**config.mk**
```make
export PLATFORM = sky130hd
export DESIGN_NAME = power_seq_host_flat
export DESIGN_NICKNAME = d
export VERILOG_FILES = /design/src/logic/unused_placeholder_none.sv /design/src/logic/seq_pkg.sv /design/src/logic/cfg_if.sv /design/src/logic/power_seq_host.sv /design/src/flat_wrapper.sv
export SDC_FILE = /design/constraint.sdc
export NUM_CORES = 1
export LEC_CHECK = 0
export BUFFER_PORTS_ARGS = -buffer_cell sky130_fd_sc_hd__buf_4
export CORE_ASPECT_RATIO = 1.1
export CORE_MARGIN = 1.5
export CORE_UTILIZATION = 54
export DETAILED_ROUTE_END_ITERATION = 16
export GPL_ROUTABILITY_DRIVEN = 0
export MAX_ROUTING_LAYER = met4
export PLACE_DENSITY = 0.76
export SYNTH_ARGS = -nofsm -noshare
export SYNTH_HDL_FRONTEND = slang
export SYNTH_SLANG_ARGS = --single-unit
export TNS_END_PERCENT = 30
```
**constraint.sdc**
```tcl
create_clock -name clk_i -period 6.92 [get_ports clk_i]
set_clock_uncertainty 0.1 [all_clocks]
set_input_delay 0.692 -clock clk_i [delete_from_list [all_inputs] [get_ports clk_i]]
set_output_delay 0.692 -clock clk_i [all_outputs]
set_load 0.01 [all_outputs]
```
**src/logic/unused_placeholder_none.sv**
```systemverilog
// intentionally empty: no additional design content
`timescale 1ns/1ps
`default_nettype none
`default_nettype wire

```
**src/logic/seq_pkg.sv**
```systemverilog
// shared constants for the power sequencer pair: device map, fields, timing
// assumes one 250 MHz clock for both ends
package seq_pkg;
  localparam int CLK_MHZ = 250;
  // settling times in microseconds, narrowest and widest loop filter
  localparam int TURN_ON_US_NARROW = 3200;
  localparam int TURN_ON_US_WIDE = 700;
  localparam int LOCK_US_307K = 900;
  localparam int LOCK_US_CHAN = 180;
  localparam int LOCK_US_1M = 1300;
  localparam int TURN_ON_CYC = TURN_ON_US_NARROW * CLK_MHZ;
  localparam int LOCK_CYC = LOCK_US_1M * CLK_MHZ;
  localparam int CAL_CYC_DEF = 64;
  // device map
  localparam logic [2:0] A_MAIN = 3'h0;
  localparam logic [2:0] A_CAL = 3'h1;
  localparam logic [2:0] A_FREQ_FIRST = 3'h2;
  localparam logic [2:0] A_FREQ_SECOND = 3'h3;
  localparam logic [2:0] A_OSC_BIAS = 3'h4;
  localparam logic [2:0] A_RX_BIAS = 3'h5;
  localparam logic [2:0] A_BUF_BIAS = 3'h6;
  localparam logic [2:0] A_STATUS = 3'h7;
  localparam int MAIN_RX_PD = 0;
  localparam int MAIN_TX_PD = 1;
  localparam int MAIN_SYNTH_PD = 2;
  localparam int MAIN_XOSC_PD = 3;
  localparam int MAIN_FREQ_SEL = 4;
  localparam int MAIN_RESET_N = 7;
  localparam int CAL_START = 0;
  localparam int STAT_CAL_DONE = 0;
  localparam int STAT_CAL_BUSY = 1;
  localparam logic [7:0] MAIN_RST = 8'h8f;
  localparam logic [7:0] FREQ_RST = 8'h00;
  localparam logic [7:0] OSC_BIAS_RST = 8'h88;
  localparam logic [7:0] RX_BIAS_RST = 8'h44;
  localparam logic [7:0] BUF_BIAS_RST = 8'h44;
  // controller registers on axi4-lite
  localparam int AXI_AW = 8;
  localparam logic [7:0] R_CTRL = 8'h00;
  localparam logic [7:0] R_STATUS = 8'h04;
  localparam logic [7:0] R_TURN_ON = 8'h08;
  localparam logic [7:0] R_LOCK = 8'h0c;
  localparam logic [7:0] R_BIAS = 8'h10;
  localparam int CTRL_INIT = 0;
  localparam int CTRL_RX = 1;
  localparam int CTRL_TX = 2;
  localparam int CTRL_PD = 3;
  localparam logic [31:0] BIAS_RST = 32'h0044_4488;
  localparam logic [1:0] RESP_OKAY = 2'h0;
  localparam logic [1:0] RESP_SLVERR = 2'h2;
  typedef enum logic [1:0] {
    M_PD = 2'h0, M_RX = 2'h1, M_TX = 2'h2, M_OFF = 2'h3
  } mode_t;
  typedef enum logic [3:0] {
    S_IDLE = 4'h0, S_RST_LO = 4'h1, S_RST_HI = 4'h2, S_CFG_OSC = 4'h3,
    S_CFG_RX = 4'h4, S_CFG_BUF = 4'h5, S_WAKE = 4'h6, S_CAL = 4'h7,
    S_CAL_WAIT = 4'h8, S_SETUP = 4'h9, S_SETTLE = 4'ha
  } hstate_t;
endpackage

```
**src/logic/cfg_if.sv**
```systemverilog
// configuration port between controller and transceiver
// assumes both ends on the same clock; one access per cycle while sel_n low
`timescale 1ns/1ps
`default_nettype none
interface cfg_if;
  logic sel_n;
  logic we;
  logic [2:0] addr;
  logic [7:0] wdata;
  logic [7:0] rdata;
  modport dev (input sel_n, input we, input addr, input wdata, output rdata);
  modport host (output sel_n, output we, output addr, output wdata, input rdata);
endinterface
`default_nettype wire

```
**src/logic/power_seq_host.sv**
```systemverilog
// controller end: runs reset, configure, calibrate and rx/tx/pd moves
// assumes axi4-lite software side and the transceiver on the same clock
//
// Implementation choices: the address map and the AXI4-Lite slave port.
`timescale 1ns/1ps
`default_nettype none
module power_seq_host import seq_pkg::*; #(
  parameter int TURN_ON_CYCLES = TURN_ON_CYC,
  parameter int LOCK_CYCLES = LOCK_CYC
) (
  input wire logic clk_i,
  input wire logic rst_n_i,
  input wire logic [AXI_AW-1:0] awaddr,
  input wire logic awvalid,
  output logic awready,
  input wire logic [31:0] wdata,
  input wire logic [3:0] wstrb,
  input wire logic wvalid,
  output logic wready,
  output logic [1:0] bresp,
  output logic bvalid,
  input wire logic bready,
  input wire logic [AXI_AW-1:0] araddr,
  input wire logic arvalid,
  output logic arready,
  output logic [31:0] rdata,
  output logic [1:0] rresp,
  output logic rvalid,
  input wire logic rready,
  cfg_if.host cfg
);
  if (TURN_ON_CYCLES < 1 || LOCK_CYCLES < 1) begin : g_chk
    $error("settling counts must be at least 1");
  end
  hstate_t state_reg, state_next;
  mode_t mode_reg, tgt_reg, tgt_next, cmd_tgt;
  logic init_reg, woke_reg, calibrated_reg;
  logic [31:0] cnt_reg, turn_on_reg, lock_reg, bias_reg;
  logic wait_reg;
  logic sel_n_reg, we_reg;
  logic [2:0] addr_reg;
  logic [7:0] wdata_reg;
  logic w_take, r_take, ctrl_wr, go_init, go_move, busy;

  function automatic logic [31:0] merge(input logic [31:0] old,
                                        input logic [31:0] nw,
                                        input logic [3:0] be);
    logic [31:0] r;
    r = old;
    for (int i = 0; i < 4; i++) begin
      if (be[i]) begin
        r[8*i +: 8] = nw[8*i +: 8];
      end
    end
    return r;
  endfunction

  // main word for a target; wake powers only synth and oscillator
  function automatic logic [7:0] main_word(input mode_t t, input logic wake);
    logic [7:0] m;
    m = MAIN_RST;
    m[MAIN_XOSC_PD] = 1'b0;
    m[MAIN_SYNTH_PD] = (t == M_PD);
    m[MAIN_RX_PD] = !(t == M_RX && !wake);
    m[MAIN_TX_PD] = !(t == M_TX && !wake);
    m[MAIN_FREQ_SEL] = (t == M_TX);
    return m;
  endfunction

  ////////////////////////////////////////////////////////////////////////
  assign busy = (state_reg != S_IDLE);
  assign w_take = awvalid && wvalid && !bvalid;
  assign awready = w_take;
  assign wready = w_take;
  assign arready = !rvalid;
  assign r_take = arvalid && !rvalid;
  assign ctrl_wr = w_take && awaddr == R_CTRL && wstrb[0];
  // commands while busy, or moves before calibration, are dropped
  assign go_init = ctrl_wr && !busy && wdata[CTRL_INIT];
  assign go_move = ctrl_wr && !busy && calibrated_reg && !wdata[CTRL_INIT] &&
                   (wdata[CTRL_RX] || wdata[CTRL_TX] || wdata[CTRL_PD]);
  always_comb begin
    if (wdata[CTRL_RX]) begin
      cmd_tgt = M_RX;
    end else if (wdata[CTRL_TX]) begin
      cmd_tgt = M_TX;
    end else begin
      cmd_tgt = M_PD;
    end
  end

  always_ff @(posedge clk_i) begin
    if (!rst_n_i) begin
      bvalid <= 1'b0;
      bresp <= RESP_OKAY;
    end else if (w_take) begin
      bvalid <= 1'b1;
      case (awaddr)
        R_CTRL, R_STATUS, R_TURN_ON, R_LOCK, R_BIAS: bresp <= RESP_OKAY;
        default: bresp <= RESP_SLVERR;
      endcase
    end else if (bready) begin
      bvalid <= 1'b0;
    end
  end

  always_ff @(posedge clk_i) begin
    if (!rst_n_i) begin
      turn_on_reg <= 32'(TURN_ON_CYCLES);
      lock_reg <= 32'(LOCK_CYCLES);
      bias_reg <= BIAS_RST;
    end else if (w_take) begin
      case (awaddr)
        R_TURN_ON: turn_on_reg <= merge(turn_on_reg, wdata, wstrb);
        R_LOCK: lock_reg <= merge(lock_reg, wdata, wstrb);
        R_BIAS: bias_reg <= merge(bias_reg, wdata, wstrb);
        default: ;
      endcase
    end
  end

  always_ff @(posedge clk_i) begin
    if (!rst_n_i) begin
      rvalid <= 1'b0;
      rdata <= 32'h0000_0000;
      rresp <= RESP_OKAY;
    end else if (r_take) begin
      rvalid <= 1'b1;
      rresp <= RESP_OKAY;
      case (araddr)
        R_CTRL: rdata <= 32'h0000_0000;
        R_STATUS: rdata <= {24'h00_0000, state_reg, mode_reg, calibrated_reg, busy};
        R_TURN_ON: rdata <= turn_on_reg;
        R_LOCK: rdata <= lock_reg;
        R_BIAS: rdata <= bias_reg;
        default: begin
          rdata <= 32'h0000_0000;
          rresp <= RESP_SLVERR;
        end
      endcase
    end else if (rready) begin
      rvalid <= 1'b0;
    end
  end

  ////////////////////////////////////////////////////////////////////////
  always_comb begin
    state_next = state_reg;
    tgt_next = tgt_reg;
    case (state_reg)
      S_IDLE: begin
        if (go_init) begin
          state_next = S_RST_LO;
          tgt_next = M_RX;
        end else if (go_move) begin
          tgt_next = cmd_tgt;
          if (cmd_tgt == M_PD) begin
            state_next = S_SETUP;
          end else if (mode_reg == M_PD) begin
            state_next = S_WAKE;
          end else if (mode_reg != cmd_tgt) begin
            state_next = S_SETUP;
          end
        end
      end
      S_RST_LO: state_next = S_RST_HI;
      S_RST_HI: state_next = S_CFG_OSC;
      S_CFG_OSC: state_next = S_CFG_RX;
      S_CFG_RX: state_next = S_CFG_BUF;
      S_CFG_BUF: state_next = S_WAKE;
      S_WAKE: state_next = init_reg ? S_CAL : S_SETUP;
      S_CAL: state_next = S_CAL_WAIT;
      S_CAL_WAIT: begin
        if (!wait_reg && cfg.rdata[STAT_CAL_DONE]) begin
          if (tgt_reg == M_RX) begin
            state_next = S_WAKE;
            tgt_next = M_TX;
          end else begin
            state_next = S_SETUP;
            tgt_next = M_PD;
          end
        end
      end
      S_SETUP: state_next = (tgt_reg == M_PD) ? S_IDLE : S_SETTLE;
      S_SETTLE: state_next = (cnt_reg <= 32'h1) ? S_IDLE : S_SETTLE;
      default: state_next = S_IDLE;
    endcase
  end

  always_ff @(posedge clk_i) begin
    if (!rst_n_i) begin
      state_reg <= S_IDLE;
      tgt_reg <= M_PD;
    end else begin
      state_reg <= state_next;
      tgt_reg <= tgt_next;
    end
  end

  always_ff @(posedge clk_i) begin
    if (!rst_n_i) begin
      mode_reg <= M_OFF;
      init_reg <= 1'b0;
      calibrated_reg <= 1'b0;
    end else if (state_reg == S_IDLE && go_init) begin
      init_reg <= 1'b1;
      calibrated_reg <= 1'b0;
      mode_reg <= M_OFF;
    end else if (state_reg == S_SETUP) begin
      mode_reg <= tgt_reg;
      if (init_reg) begin
        init_reg <= 1'b0;
        calibrated_reg <= 1'b1;
      end
    end
  end

  // settle count picks turn-on after a wake, lock after a switch
  always_ff @(posedge clk_i) begin
    if (!rst_n_i) begin
      woke_reg <= 1'b0;
      cnt_reg <= 32'h0;
      wait_reg <= 1'b0;
    end else begin
      if (state_reg == S_IDLE) begin
        woke_reg <= 1'b0;
      end else if (state_reg == S_WAKE) begin
        woke_reg <= 1'b1;
      end
      if (state_reg == S_SETUP) begin
        cnt_reg <= woke_reg ? turn_on_reg : lock_reg;
      end else if (cnt_reg != 32'h0) begin
        cnt_reg <= cnt_reg - 32'h1;
      end
      // status read lags a cycle; skip the first sample
      wait_reg <= (state_reg == S_CAL);
    end
  end

  ////////////////////////////////////////////////////////////////////////
  always_ff @(posedge clk_i) begin
    if (!rst_n_i) begin
      sel_n_reg <= 1'b1;
      we_reg <= 1'b0;
      addr_reg <= A_MAIN;
      wdata_reg <= 8'h00;
    end else begin
      sel_n_reg <= 1'b0;
      we_reg <= 1'b1;
      addr_reg <= A_MAIN;
      wdata_reg <= 8'h00;
      case (state_next)
        S_RST_LO: begin
          wdata_reg <= MAIN_RST & ~(8'h01 << MAIN_RESET_N);
        end
        S_RST_HI: wdata_reg <= MAIN_RST;
        S_CFG_OSC: begin
          addr_reg <= A_OSC_BIAS;
          wdata_reg <= bias_reg[7:0];
        end
        S_CFG_RX: begin
          addr_reg <= A_RX_BIAS;
          wdata_reg <= bias_reg[15:8];
        end
        S_CFG_BUF: begin
          addr_reg <= A_BUF_BIAS;
          wdata_reg <= bias_reg[23:16];
        end
        S_WAKE: wdata_reg <= main_word(tgt_next, 1'b1);
        S_CAL: begin
          addr_reg <= A_CAL;
          wdata_reg <= 8'h01 << CAL_START;
        end
        S_CAL_WAIT: begin
          we_reg <= 1'b0;
          addr_reg <= A_STATUS;
        end
        S_SETUP: wdata_reg <= main_word(tgt_next, 1'b0);
        default: begin
          sel_n_reg <= 1'b1;
          we_reg <= 1'b0;
        end
      endcase
    end
  end
  assign cfg.sel_n = sel_n_reg;
  assign cfg.we = we_reg;
  assign cfg.addr = addr_reg;
  assign cfg.wdata = wdata_reg;
endmodule
`default_nettype wire

```
**src/flat_wrapper.sv**
```systemverilog
// flat-port wrapper written by rule: the top's interface ports become plain ports
module power_seq_host_flat import seq_pkg::*;
#(
  parameter int TURN_ON_CYCLES = TURN_ON_CYC,
  parameter int LOCK_CYCLES = LOCK_CYC
)
  (clk_i, rst_n_i, awaddr, awvalid, awready, wdata, wstrb, wvalid, wready, bresp, bvalid, bready, araddr, arvalid, arready, rdata, rresp, rvalid, rready, cfg_sel_n, cfg_we, cfg_addr, cfg_wdata, cfg_rdata);
  cfg_if cfg_i ();
  input wire logic clk_i;
  input wire logic rst_n_i;
  input wire logic [AXI_AW-1:0] awaddr;
  input wire logic awvalid;
  output logic awready;
  input wire logic [31:0] wdata;
  input wire logic [3:0] wstrb;
  input wire logic wvalid;
  output logic wready;
  output logic [1:0] bresp;
  output logic bvalid;
  input wire logic bready;
  input wire logic [AXI_AW-1:0] araddr;
  input wire logic arvalid;
  output logic arready;
  output logic [31:0] rdata;
  output logic [1:0] rresp;
  output logic rvalid;
  input wire logic rready;
  output wire logic [$bits(cfg_i.sel_n)-1:0] cfg_sel_n;
  output wire logic [$bits(cfg_i.we)-1:0] cfg_we;
  output wire logic [$bits(cfg_i.addr)-1:0] cfg_addr;
  output wire logic [$bits(cfg_i.wdata)-1:0] cfg_wdata;
  input wire logic [$bits(cfg_i.rdata)-1:0] cfg_rdata;
  assign cfg_sel_n = cfg_i.sel_n;
  assign cfg_we = cfg_i.we;
  assign cfg_addr = cfg_i.addr;
  assign cfg_wdata = cfg_i.wdata;
  assign cfg_i.rdata = cfg_rdata;
  power_seq_host #(.TURN_ON_CYCLES(TURN_ON_CYCLES), .LOCK_CYCLES(LOCK_CYCLES)) u_core (.clk_i(clk_i), .rst_n_i(rst_n_i), .awaddr(awaddr), .awvalid(awvalid), .awready(awready), .wdata(wdata), .wstrb(wstrb), .wvalid(wvalid), .wready(wready), .bresp(bresp), .bvalid(bvalid), .bready(bready), .araddr(araddr), .arvalid(arvalid), .arready(arready), .rdata(rdata), .rresp(rresp), .rvalid(rvalid), .rready(rready), .cfg(cfg_i));
endmodule
```
**After elaboration in Yosys (flattened, before gate mapping)**

Cells that the tools add are included.

- Input port bits: 67
- Bits in registers: 191

- Add/sub/neg operators: 1
- Reduce and logical (&&, ||, !) cells: 53
- Bitwise operators: 1
- Mux-type cells: 34
- Order comparisons: 1
- Eq/ne operators: 31

Operator list:

| kind | count |
|---|---|
| $pmux 32 s4 | 1 |
| $mux 32 | 3 |
| $pmux 8 s8 | 1 |
| $pmux 4 s11 | 1 |
| $mux 4 | 10 |
| $reduce_and 3->1 | 12 |
| $eq 4x3->1 const B | 8 |
| $eq 8x4->1 const B | 4 |
| $le 32x1->1 const B | 1 |
| $reduce_bool 32->1 | 1 |
| $sub 32x1->32 const B | 1 |
| $eq 4x4->1 const B | 5 |
| $eq 4x2->1 const B | 4 |
| $eq 8x3->1 const B | 2 |
| $eq 8x5->1 const B | 2 |
| $logic_not 8->1 | 2 |
| $mux 2 | 8 |
| $pmux 3 s5 | 1 |
| $logic_and 1x1->1 | 12 |
| $reduce_or 5->1 | 2 |
| $reduce_or 9->1 | 1 |
| $eq 4x1->1 const B | 2 |
| $logic_not 2->1 | 4 |
| $mux 1 | 8 |
| 13 further kinds | 25 |

**Depth between registers and ports, before layout**

Gate-level depths: netlist (run 1).

- Word-level depth: 14
- Mapped depth: 9

**Least setup slack after synthesis (run 1)**

Ideal clock, no wire load.

- Path kind: input to register
- Start: input awaddr[5]
- End: register u_core.wdata_reg[0], in the netlist u_core.cfg.wdata[0]
- Buffers on the path: 0
- Arrival time: 2495 ps
- Path slack: 4194 ps
- Stages: 7
- Cells stage by stage: or4_1 > nor4b_4 > o2111a_1 > nor2_1 > and3_4 > mux2i_4 > a31oi_1

- Cells in the longest elaborated chain, start to end: 13
- Elaborated cells on any way between the ends: 25
- Classes of those cells: eq/ne (9); mux (7); reduce/logical (9)

Ends and longest elaborated chain:

| element | line | text |
|---|---|---|
| start, declared | flat_wrapper.sv:11 | `input wire logic [AXI_AW-1:0] awaddr;` |
| $logic_not 8->1 * | power_seq_host.sv:77 | `assign ctrl_wr = w_take && awaddr == R_CTRL && wstrb[0];` |
| $logic_and 1x1->1 * (2 in a row) | power_seq_host.sv:77 |  |
| $logic_and 1x1->1 * | power_seq_host.sv:79, power_seq_host.sv:80 |  |
| branches (longest 8 deep; another with $pmux 4 s11) | -- |  |
| $pmux 8 s8 * | power_seq_host.sv:252 | `case (state_next)` |
| end signal, assigned | power_seq_host.sv:254 | `wdata_reg <= MAIN_RST & ~(8'h01 << MAIN_RESET_N);` |
| end signal, assigned | power_seq_host.sv:259 | `wdata_reg <= bias_reg[7:0];` |
| end signal, assigned | power_seq_host.sv:263 | `wdata_reg <= bias_reg[15:8];` |
| end, declared | power_seq_host.sv:42 | `logic [7:0] wdata_reg;` |

Mark *: on every way between the ends.
A chain may end at the register's enable or synchronous reset.

**Worst setup path in the final report (run 1)**

- Start: register u_core.cnt_reg[2]
- End: register u_core.cnt_reg[8]

- Cells in the longest elaborated chain, start to end: 3
- Elaborated cells on any way between the ends: 5
- Classes of those cells: add/sub (1); mux (2); reduce/logical (2)

Ends and longest elaborated chain:

| element | line | text |
|---|---|---|
| start, declared | power_seq_host.sv:38 | `logic [31:0] cnt_reg, turn_on_reg, lock_reg, bias_reg;` |
| start signal, assigned | power_seq_host.sv:231 | `cnt_reg <= woke_reg ? turn_on_reg : lock_reg;` |
| start signal, assigned | power_seq_host.sv:233 | `cnt_reg <= cnt_reg - 32'h1;` |
| $sub 32x1->32 | power_seq_host.sv:233 |  |
| $mux 32 | power_seq_host.sv:232 | `end else if (cnt_reg != 32'h0) begin` |
| $mux 32 | power_seq_host.sv:230 | `if (state_reg == S_SETUP) begin` |

Several ways; a longest one is shown, not always the timed one. The select of a mux whose other input is x is not followed.

==> impl_metrics.env, run 1 <==
export IMPL_max_clock_path_buffers=2
export IMPL_area_growth_pct=17.7
export IMPL_worst_path_buf_inv=0
export IMPL_worstPathRequired_ps=7100
export IMPL_fmax_ghz=0.317
export IMPL_drv_slew=0
export IMPL_slew_headroom_pct=31.6
export IMPL_ir_drop_mv=0.206
export IMPL_yosysSeqAreaShare_pct=42.6
export IMPL_postLayoutCellArea_um2=10500
export IMPL_hold_depth=2
export IMPL_drcViolationCount=0
export IMPL_holdWs_ps=338
export IMPL_period_minus_slack_ps=3150
export IMPL_initial_core_util_pct=55.8
export IMPL_grt_usage_pct=29.3
export IMPL_cts_tree="built"
export IMPL_cp_arrival_ps=3330
export IMPL_cp_cell_sequence="nor3_1, nand3_1, nor4_4, nand4_2, o21ai_2, a211oi_1"
export IMPL_synthFlopType="dfxtp_1"
export IMPL_grt_pass1_vias=7417
export IMPL_hold_buffers=0
export IMPL_clock_latency_ps=440
export IMPL_ios=121
export IMPL_dp_hpwl_um=16700
export IMPL_maxCapViolCount=0
export IMPL_cp_slowest_stage_delay_ps=750
export IMPL_postCtsSetupBuffers=0
export IMPL_dp_slack_ps=3620
export IMPL_grt_max_degree=95
export IMPL_cp_start_kind="register"
export IMPL_post_place_cells=1282
export IMPL_hold_viol_final=0
export IMPL_holdPathEnd="u_core.rvalid$_SDFFE_PN0P_"
export IMPL_antenna_found_initial=0
export IMPL_root_buffer="clkbuf_16"
export IMPL_synthTopCellsByCount="dfxtp_1 (189), nor2_1 (143), mux2i_1 (122), nand2_1 (106), o21ai_0 (68)"
export IMPL_p_leak_nw=4.11
export IMPL_tightest_slew_ps=1000
export IMPL_drive_above_1_share_pct=16.5
export IMPL_hold_path_class="primary input to register"
export IMPL_status="finished clean"
export IMPL_finalCoreUtilization_pct=65.7
export IMPL_ys_async_sr_fraction_pct=0
export IMPL_io_buffers=111
export IMPL_ys_warn_count=0
export IMPL_drt_wl_total_um=24700
export IMPL_dieArea_um2=17200
export IMPL_place_area_um2=9800
export IMPL_finalPower_mw=2.87
export IMPL_overflow=0
export IMPL_finalSetupViolCount=0
export IMPL_worst_slack_ps=3770
export IMPL_avgSynthCellArea_um2=8.69
export IMPL_r2r_end="u_core.cnt_reg[8]$_SDFFE_PN0P_"
export IMPL_worstHoldStart="rready"
export IMPL_synth_cell_type_count=65
export IMPL_cts_made_buffers=17
export IMPL_nNetsFinal=1171
export IMPL_first_pass_iters=5
export IMPL_n_fill_cell=1302
export IMPL_rsz0062_at_grt="false"
export IMPL_via_per_inst=6.00
export IMPL_ys_ff_latch=189
export IMPL_synth_area_um2=8880
export IMPL_cts_resized=0
export IMPL_cp_end_kind="register"
export IMPL_cp_top_family="simple AND/OR/NAND/NOR gates"
export IMPL_power_density_nw_per_um2=275
export IMPL_synthTopCellsByArea="dfxtp_1 (43%), mux2i_1 (14%), nor2_1 (6.0%), nand2_1 (4.5%), o21ai_0 (3.8%)"
export IMPL_synth_edff_count=0
export IMPL_wl_per_cell_um=18.8
export IMPL_finalCritPeriodShare_pct=45.6
export IMPL_worstPathMaxFanout=17
export IMPL_routed_via_count=7889
export IMPL_reg2reg_slack_ps=3770
export IMPL_drtIter0Drc=696
export IMPL_clock_sinks=189
export IMPL_final_cells=1314
export IMPL_synth_most_common_cell="dfxtp_1"
export IMPL_grt_pass1_wl_um=38600
export IMPL_die_w_um=125
export IMPL_syn_inst=1022
export IMPL_coreArea_um2=15900
export IMPL_rr_startpoint="u_core.cnt_reg[2]$_SDFFE_PN0P_"
export IMPL_synth_top_area_share_pct=42.6
export IMPL_antenna_left=0
export IMPL_final_setup_tns_ps=0
export IMPL_r2r_cells=6
export IMPL_cts_reportedPaths_clkPinSlew_ps=70
export IMPL_antenna_diode_count=0
export IMPL_cp_slowest_cell="o21ai_2"
export IMPL_setup_worst_path_class="register to register"
export IMPL_fp_dieH_um=137
export IMPL_yosysTopAreaCell="dfxtp_1"
export IMPL_rows=48
export IMPL_htreeDepth=4
-- final cells by class --
class                      instances  area (um2)  area share (%)
tap                              200         250            2.39
timing repair buffer             122         916            8.76
clock inverter                    14         209            2.00
sequential                       189        3780            36.2
multi-input combinational        762        4810            46.1
inverter                           9        36.3           0.347
clock buffer                      18         439            4.20
-- kinds of logic after synthesis --
family | count (synthesis) | share of synthesized area, %
compound gates | 231 | 16.9
xor+xnor | 22 | 2.17
fa+ha+maj | 3 | 0.423
buf+inv | 72 | 3.34
flops | 189 | 42.6
mux | 127 | 14.5
other cells | 1 | 0.0422
simple gates | 377 | 20.0
-- where the power goes --
group          switching (mW)  total [mW]  internal [mW]
logic                   0.336       0.577          0.241
registers              0.0658        1.22           1.16
clock network           0.444        1.07          0.623
total                   0.846        2.87           2.02
-- worst max-delay path by stage --
stage	to	slack (ps)	depth (start not counted)	from
CTS	u_core.cnt_reg[8]$_SDFFE_PN0P_	3780	6	u_core.cnt_reg[2]$_SDFFE_PN0P_
detailed placement	u_core.turn_on_reg[23]$_SDFFE_PN0P_	3620	7	awaddr[5]
global placement	u_core.turn_on_reg[23]$_SDFFE_PN0P_	3640	7	awaddr[5]
finish	u_core.cnt_reg[8]$_SDFFE_PN0P_	3770	6	u_core.cnt_reg[2]$_SDFFE_PN0P_
global route	u_core.cnt_reg[8]$_SDFFE_PN0P_	3480	6	u_core.cnt_reg[2]$_SDFFE_PN0P_
floorplan	u_core.cfg.wdata[0]$_SDFF_PN0_	4190	7	awaddr[5]
-- worst reg2reg max path: stages (launching register included) --
cell      delay (ps)
dfxtp_1          350
nor3_1           540
nand3_1          260
nor4_4           510
nand4_2          380
o21ai_2          750
a211oi_1         100
-- metal layers --
metal | wire length, um | vias to the layer above | GRT usage, %
met1 | 10500 | 3766 | 37.2
met2 | 12100 | 263 | 47.7
met3 | 1550 | 50 | 5.28
met5 | 0 | - | -
met4 | 540 | 0 | 9.79
li1 | - | 3810 | -
-- layout by cell type, fill, tap and decap left out, types with 6 or more instances in the layout --
master	n
buf_4	122
nor2b_1	22
nor3_1	24
nand2_1	106
dfxtp_1	188
a22oi_1	44
inv_1	8
a21oi_1	40
xnor2_1	9
nor2_1	143
o21ai_0	68
nand3_1	21
a211oi_1	45
xor2_1	13
nand2b_1	6
or3_1	6
mux2i_1	122
clkbuf_16	17
Note: power is estimated with default switching activity, not from simulation.
==> inputs of run 2 (changes only) <==
- ABC_AREA: unset -> 1
- CORE_UTILIZATION: 54 -> 52
- clock period: 6.92 -> 2.6 ns (I/O delays scaled with it)
==> run 2 against run 1 <==
Net effect: sequential power grew to 2.6 times the previous value; largest power group unchanged; sequential share of layout area shrank 1.6 points; fmax grew 35%; die area grew 5.7%; non-clock buffer count grew 31; wire length grew 6.4%; combinational power grew to 2.5 times the previous value; flip-flop and latch count is the same; area after synthesis grew 2.0%; final cell count grew 24%; cell area grew 4.7%; hold slack lost 330 ps; highest routed layer unchanged.
==> impl_metrics.env, run 2 <==
export IMPL_status="finished clean"
export IMPL_holdPathEnd="u_core.turn_on_reg[14]$_SDFFE_PN0P_"
export IMPL_ys_warn_count=0
export IMPL_r2r_cells=13
export IMPL_setup_worst_path_class="register to register"
export IMPL_synth_edff_count=0
export IMPL_worstPathMaxFanout=5
export IMPL_grt_max_degree=71
export IMPL_max_clock_path_buffers=2
export IMPL_tightest_slew_ps=596
export IMPL_rsz0062_at_grt="false"
export IMPL_yosysSeqAreaShare_pct=41.8
export IMPL_antenna_found_initial=0
export IMPL_ir_drop_mv=0.473
export IMPL_hold_viol_final=0
export IMPL_first_pass_iters=6
export IMPL_drcViolationCount=0
export IMPL_mostFrequentLayoutCells="nand2_1 (242), dfxtp_1 (189), inv_1 (150), nor2_1 (143), buf_4 (133)"
export IMPL_hold_depth=3
export IMPL_fmax_ghz=0.428
export IMPL_hold_path_class="primary input to register"
export IMPL_postLayoutCellArea_um2=10900
export IMPL_slew_headroom_pct=60.2
export IMPL_nNetsFinal=1454
export IMPL_grt_pass1_vias=7971
export IMPL_hold_buffers=18
export IMPL_routed_via_count=8919
export IMPL_synth_top_area_share_pct=41.8
export IMPL_dieArea_um2=18200
export IMPL_cp_start_kind="register"
export IMPL_avgSynthCellArea_um2=7.13
export IMPL_area_growth_pct=20.9
export IMPL_worstPathRequired_ps=2870
export IMPL_synth_cell_type_count=46
export IMPL_place_area_um2=10100
export IMPL_rows=50
export IMPL_reg2reg_slack_ps=260
export IMPL_cts_tree="built"
export IMPL_coreArea_um2=17000
export IMPL_holdWs_ps=9.47
export IMPL_final_setup_tns_ps=0
export IMPL_ys_ff_latch=189
export IMPL_clock_latency_ps=440
export IMPL_antenna_diode_count=0
export IMPL_grt_pass1_wl_um=41800
export IMPL_grt_usage_pct=30.5
export IMPL_fp_dieH_um=141
export IMPL_p_leak_nw=4.71
export IMPL_synth_area_um2=9050
export IMPL_period_minus_slack_ps=2340
export IMPL_synthFlopType="dfxtp_1"
export IMPL_drt_wl_total_um=26200
export IMPL_cp_arrival_ps=2610
export IMPL_layout_commonest_cell="nand2_1"
export IMPL_ios=121
export IMPL_worstHoldStart="wdata[14]"
export IMPL_io_buffers=111
export IMPL_cts_resized=0
export IMPL_rr_startpoint="u_core.cnt_reg[0]$_SDFFE_PN0P_"
export IMPL_synthTopCellsByArea="dfxtp_1 (42%), nand2_1 (10%), o21ai_0 (6.4%), a21oi_1 (6.2%), inv_1 (6.2%)"
export IMPL_die_w_um=129
export IMPL_syn_inst=1269
export IMPL_synthTopCellsByCount="nand2_1 (242), dfxtp_1 (189), inv_1 (150), nor2_1 (143), o21ai_0 (116)"
export IMPL_postCtsSetupBuffers=0
export IMPL_via_per_inst=5.47
export IMPL_synth_most_common_cell="nand2_1"
export IMPL_drv_slew=0
export IMPL_clock_sinks=189
export IMPL_ys_async_sr_fraction_pct=0
export IMPL_yosysTopAreaCell="dfxtp_1"
export IMPL_dp_hpwl_um=18900
export IMPL_cp_end_kind="register"
export IMPL_initial_core_util_pct=53.2
export IMPL_antenna_left=0
export IMPL_power_density_nw_per_um2=671
export IMPL_cts_made_buffers=17
export IMPL_htreeDepth=4
export IMPL_finalSetupViolCount=0
export IMPL_wl_per_cell_um=16.1
export IMPL_maxCapViolCount=0
export IMPL_finalCritPeriodShare_pct=89.8
export IMPL_overflow=0
export IMPL_cts_reportedPaths_clkPinSlew_ps=70
export IMPL_r2r_end="u_core.cnt_reg[30]$_SDFFE_PN0P_"
export IMPL_root_buffer="clkbuf_16"
export IMPL_drtIter0Drc=833
export IMPL_finalCoreUtilization_pct=64.3
export IMPL_n_fill_cell=1544
export IMPL_drive_above_1_share_pct=16.5
## run 2: cell count changes after synthesis, sizes merged, moves of 44 or more
cell,change
a21oi,+73
a22oi,-44
inv,+155
mux2i,-123
nand2,+146
o211ai,+55
o21ai,+56
## run 2: critical path: stages (launching register included)
cell	delay [ps]
dfxtp_1	330
inv_1	140
ha_1	250
inv_1	120
nor2_2	150
nand2_1	70
nor2_2	140
inv_1	90
nor3_2	240
nand2_1	140
nor2_1	140
xor2_1	160
nand2_1	70
a31oi_1	130
## run 2: power breakdown
group	internal [mW]	leakage, nW	total [mW]	switching [mW]
clock network	1.61	0.298	2.74	1.12
registers	3.02	1.53	3.13	0.106
logic	0.567	2.89	1.47	0.906
total	5.20	4.71	7.34	2.14
## run 2: cells by family after synthesis
group           count (synthesis)  synth area share, %
other cells                     1               0.0414
simple gates                  476                 23.1
xor+xnor                       21                 2.03
buf+inv                       223                 9.56
fa+ha+maj                       3                0.415
flops                         189                 41.8
compound gates                356                 23.1
## run 2: area by class of cell
| class | instances | area [um2] | share of cell area [%] |
|---|---|---|---|
| multi-input cells | 858 | 4410 | 40.3 |
| flip-flops and latches | 189 | 3780 | 34.6 |
| repair buffers | 153 | 1220 | 11.1 |
| inverters | 165 | 619 | 5.66 |
| clock buffers | 22 | 484 | 4.42 |
| well taps | 234 | 293 | 2.68 |
| clock inverters | 10 | 136 | 1.25 |
## run 2: routing by layer
layer	track usage (%)	part of all wire, %	up-vias
met5	-	0	-
met4	10.3	1.9	0
met3	4.37	7.7	39
met2	43.8	44	382
met1	43.9	47	4069
li1	-	-	4429
## run 2: worst max-delay path by stage
stage,start,to,slack (ps),cells after the start
6_report,u_core.cnt_reg[0]$_SDFFE_PN0P_,u_core.cnt_reg[30]$_SDFFE_PN0P_,260,13
5_1_grt,u_core.cnt_reg[0]$_SDFFE_PN0P_,u_core.cnt_reg[30]$_SDFFE_PN0P_,140,13
4_1_cts,u_core.cnt_reg[0]$_SDFFE_PN0P_,u_core.cnt_reg[30]$_SDFFE_PN0P_,300,13
3_5_place_dp,u_core.cnt_reg[0]$_SDFFE_PN0P_,u_core.cnt_reg[30]$_SDFFE_PN0P_,320,13
3_3_place_gp,u_core.cnt_reg[0]$_SDFFE_PN0P_,u_core.cnt_reg[30]$_SDFFE_PN0P_,380,13
2_1_floorplan,u_core.cnt_reg[0]$_SDFFE_PN0P_,u_core.cnt_reg[30]$_SDFFE_PN0P_,650,13
## run 2: metrics by stage
stage / instances / power [mW] / worst slack (ps)
5_1_grt: 1631 / 7.67 / 137
4_1_cts: 1631 / 7.34 / 299
6_report: 1631 / 7.34 / 264
2_1_floorplan: 1270 / 4.25 / 652
3_5_place_dp: 1581 / 4.61 / 323
3_3_place_gp: 1581 / 4.59 / 377
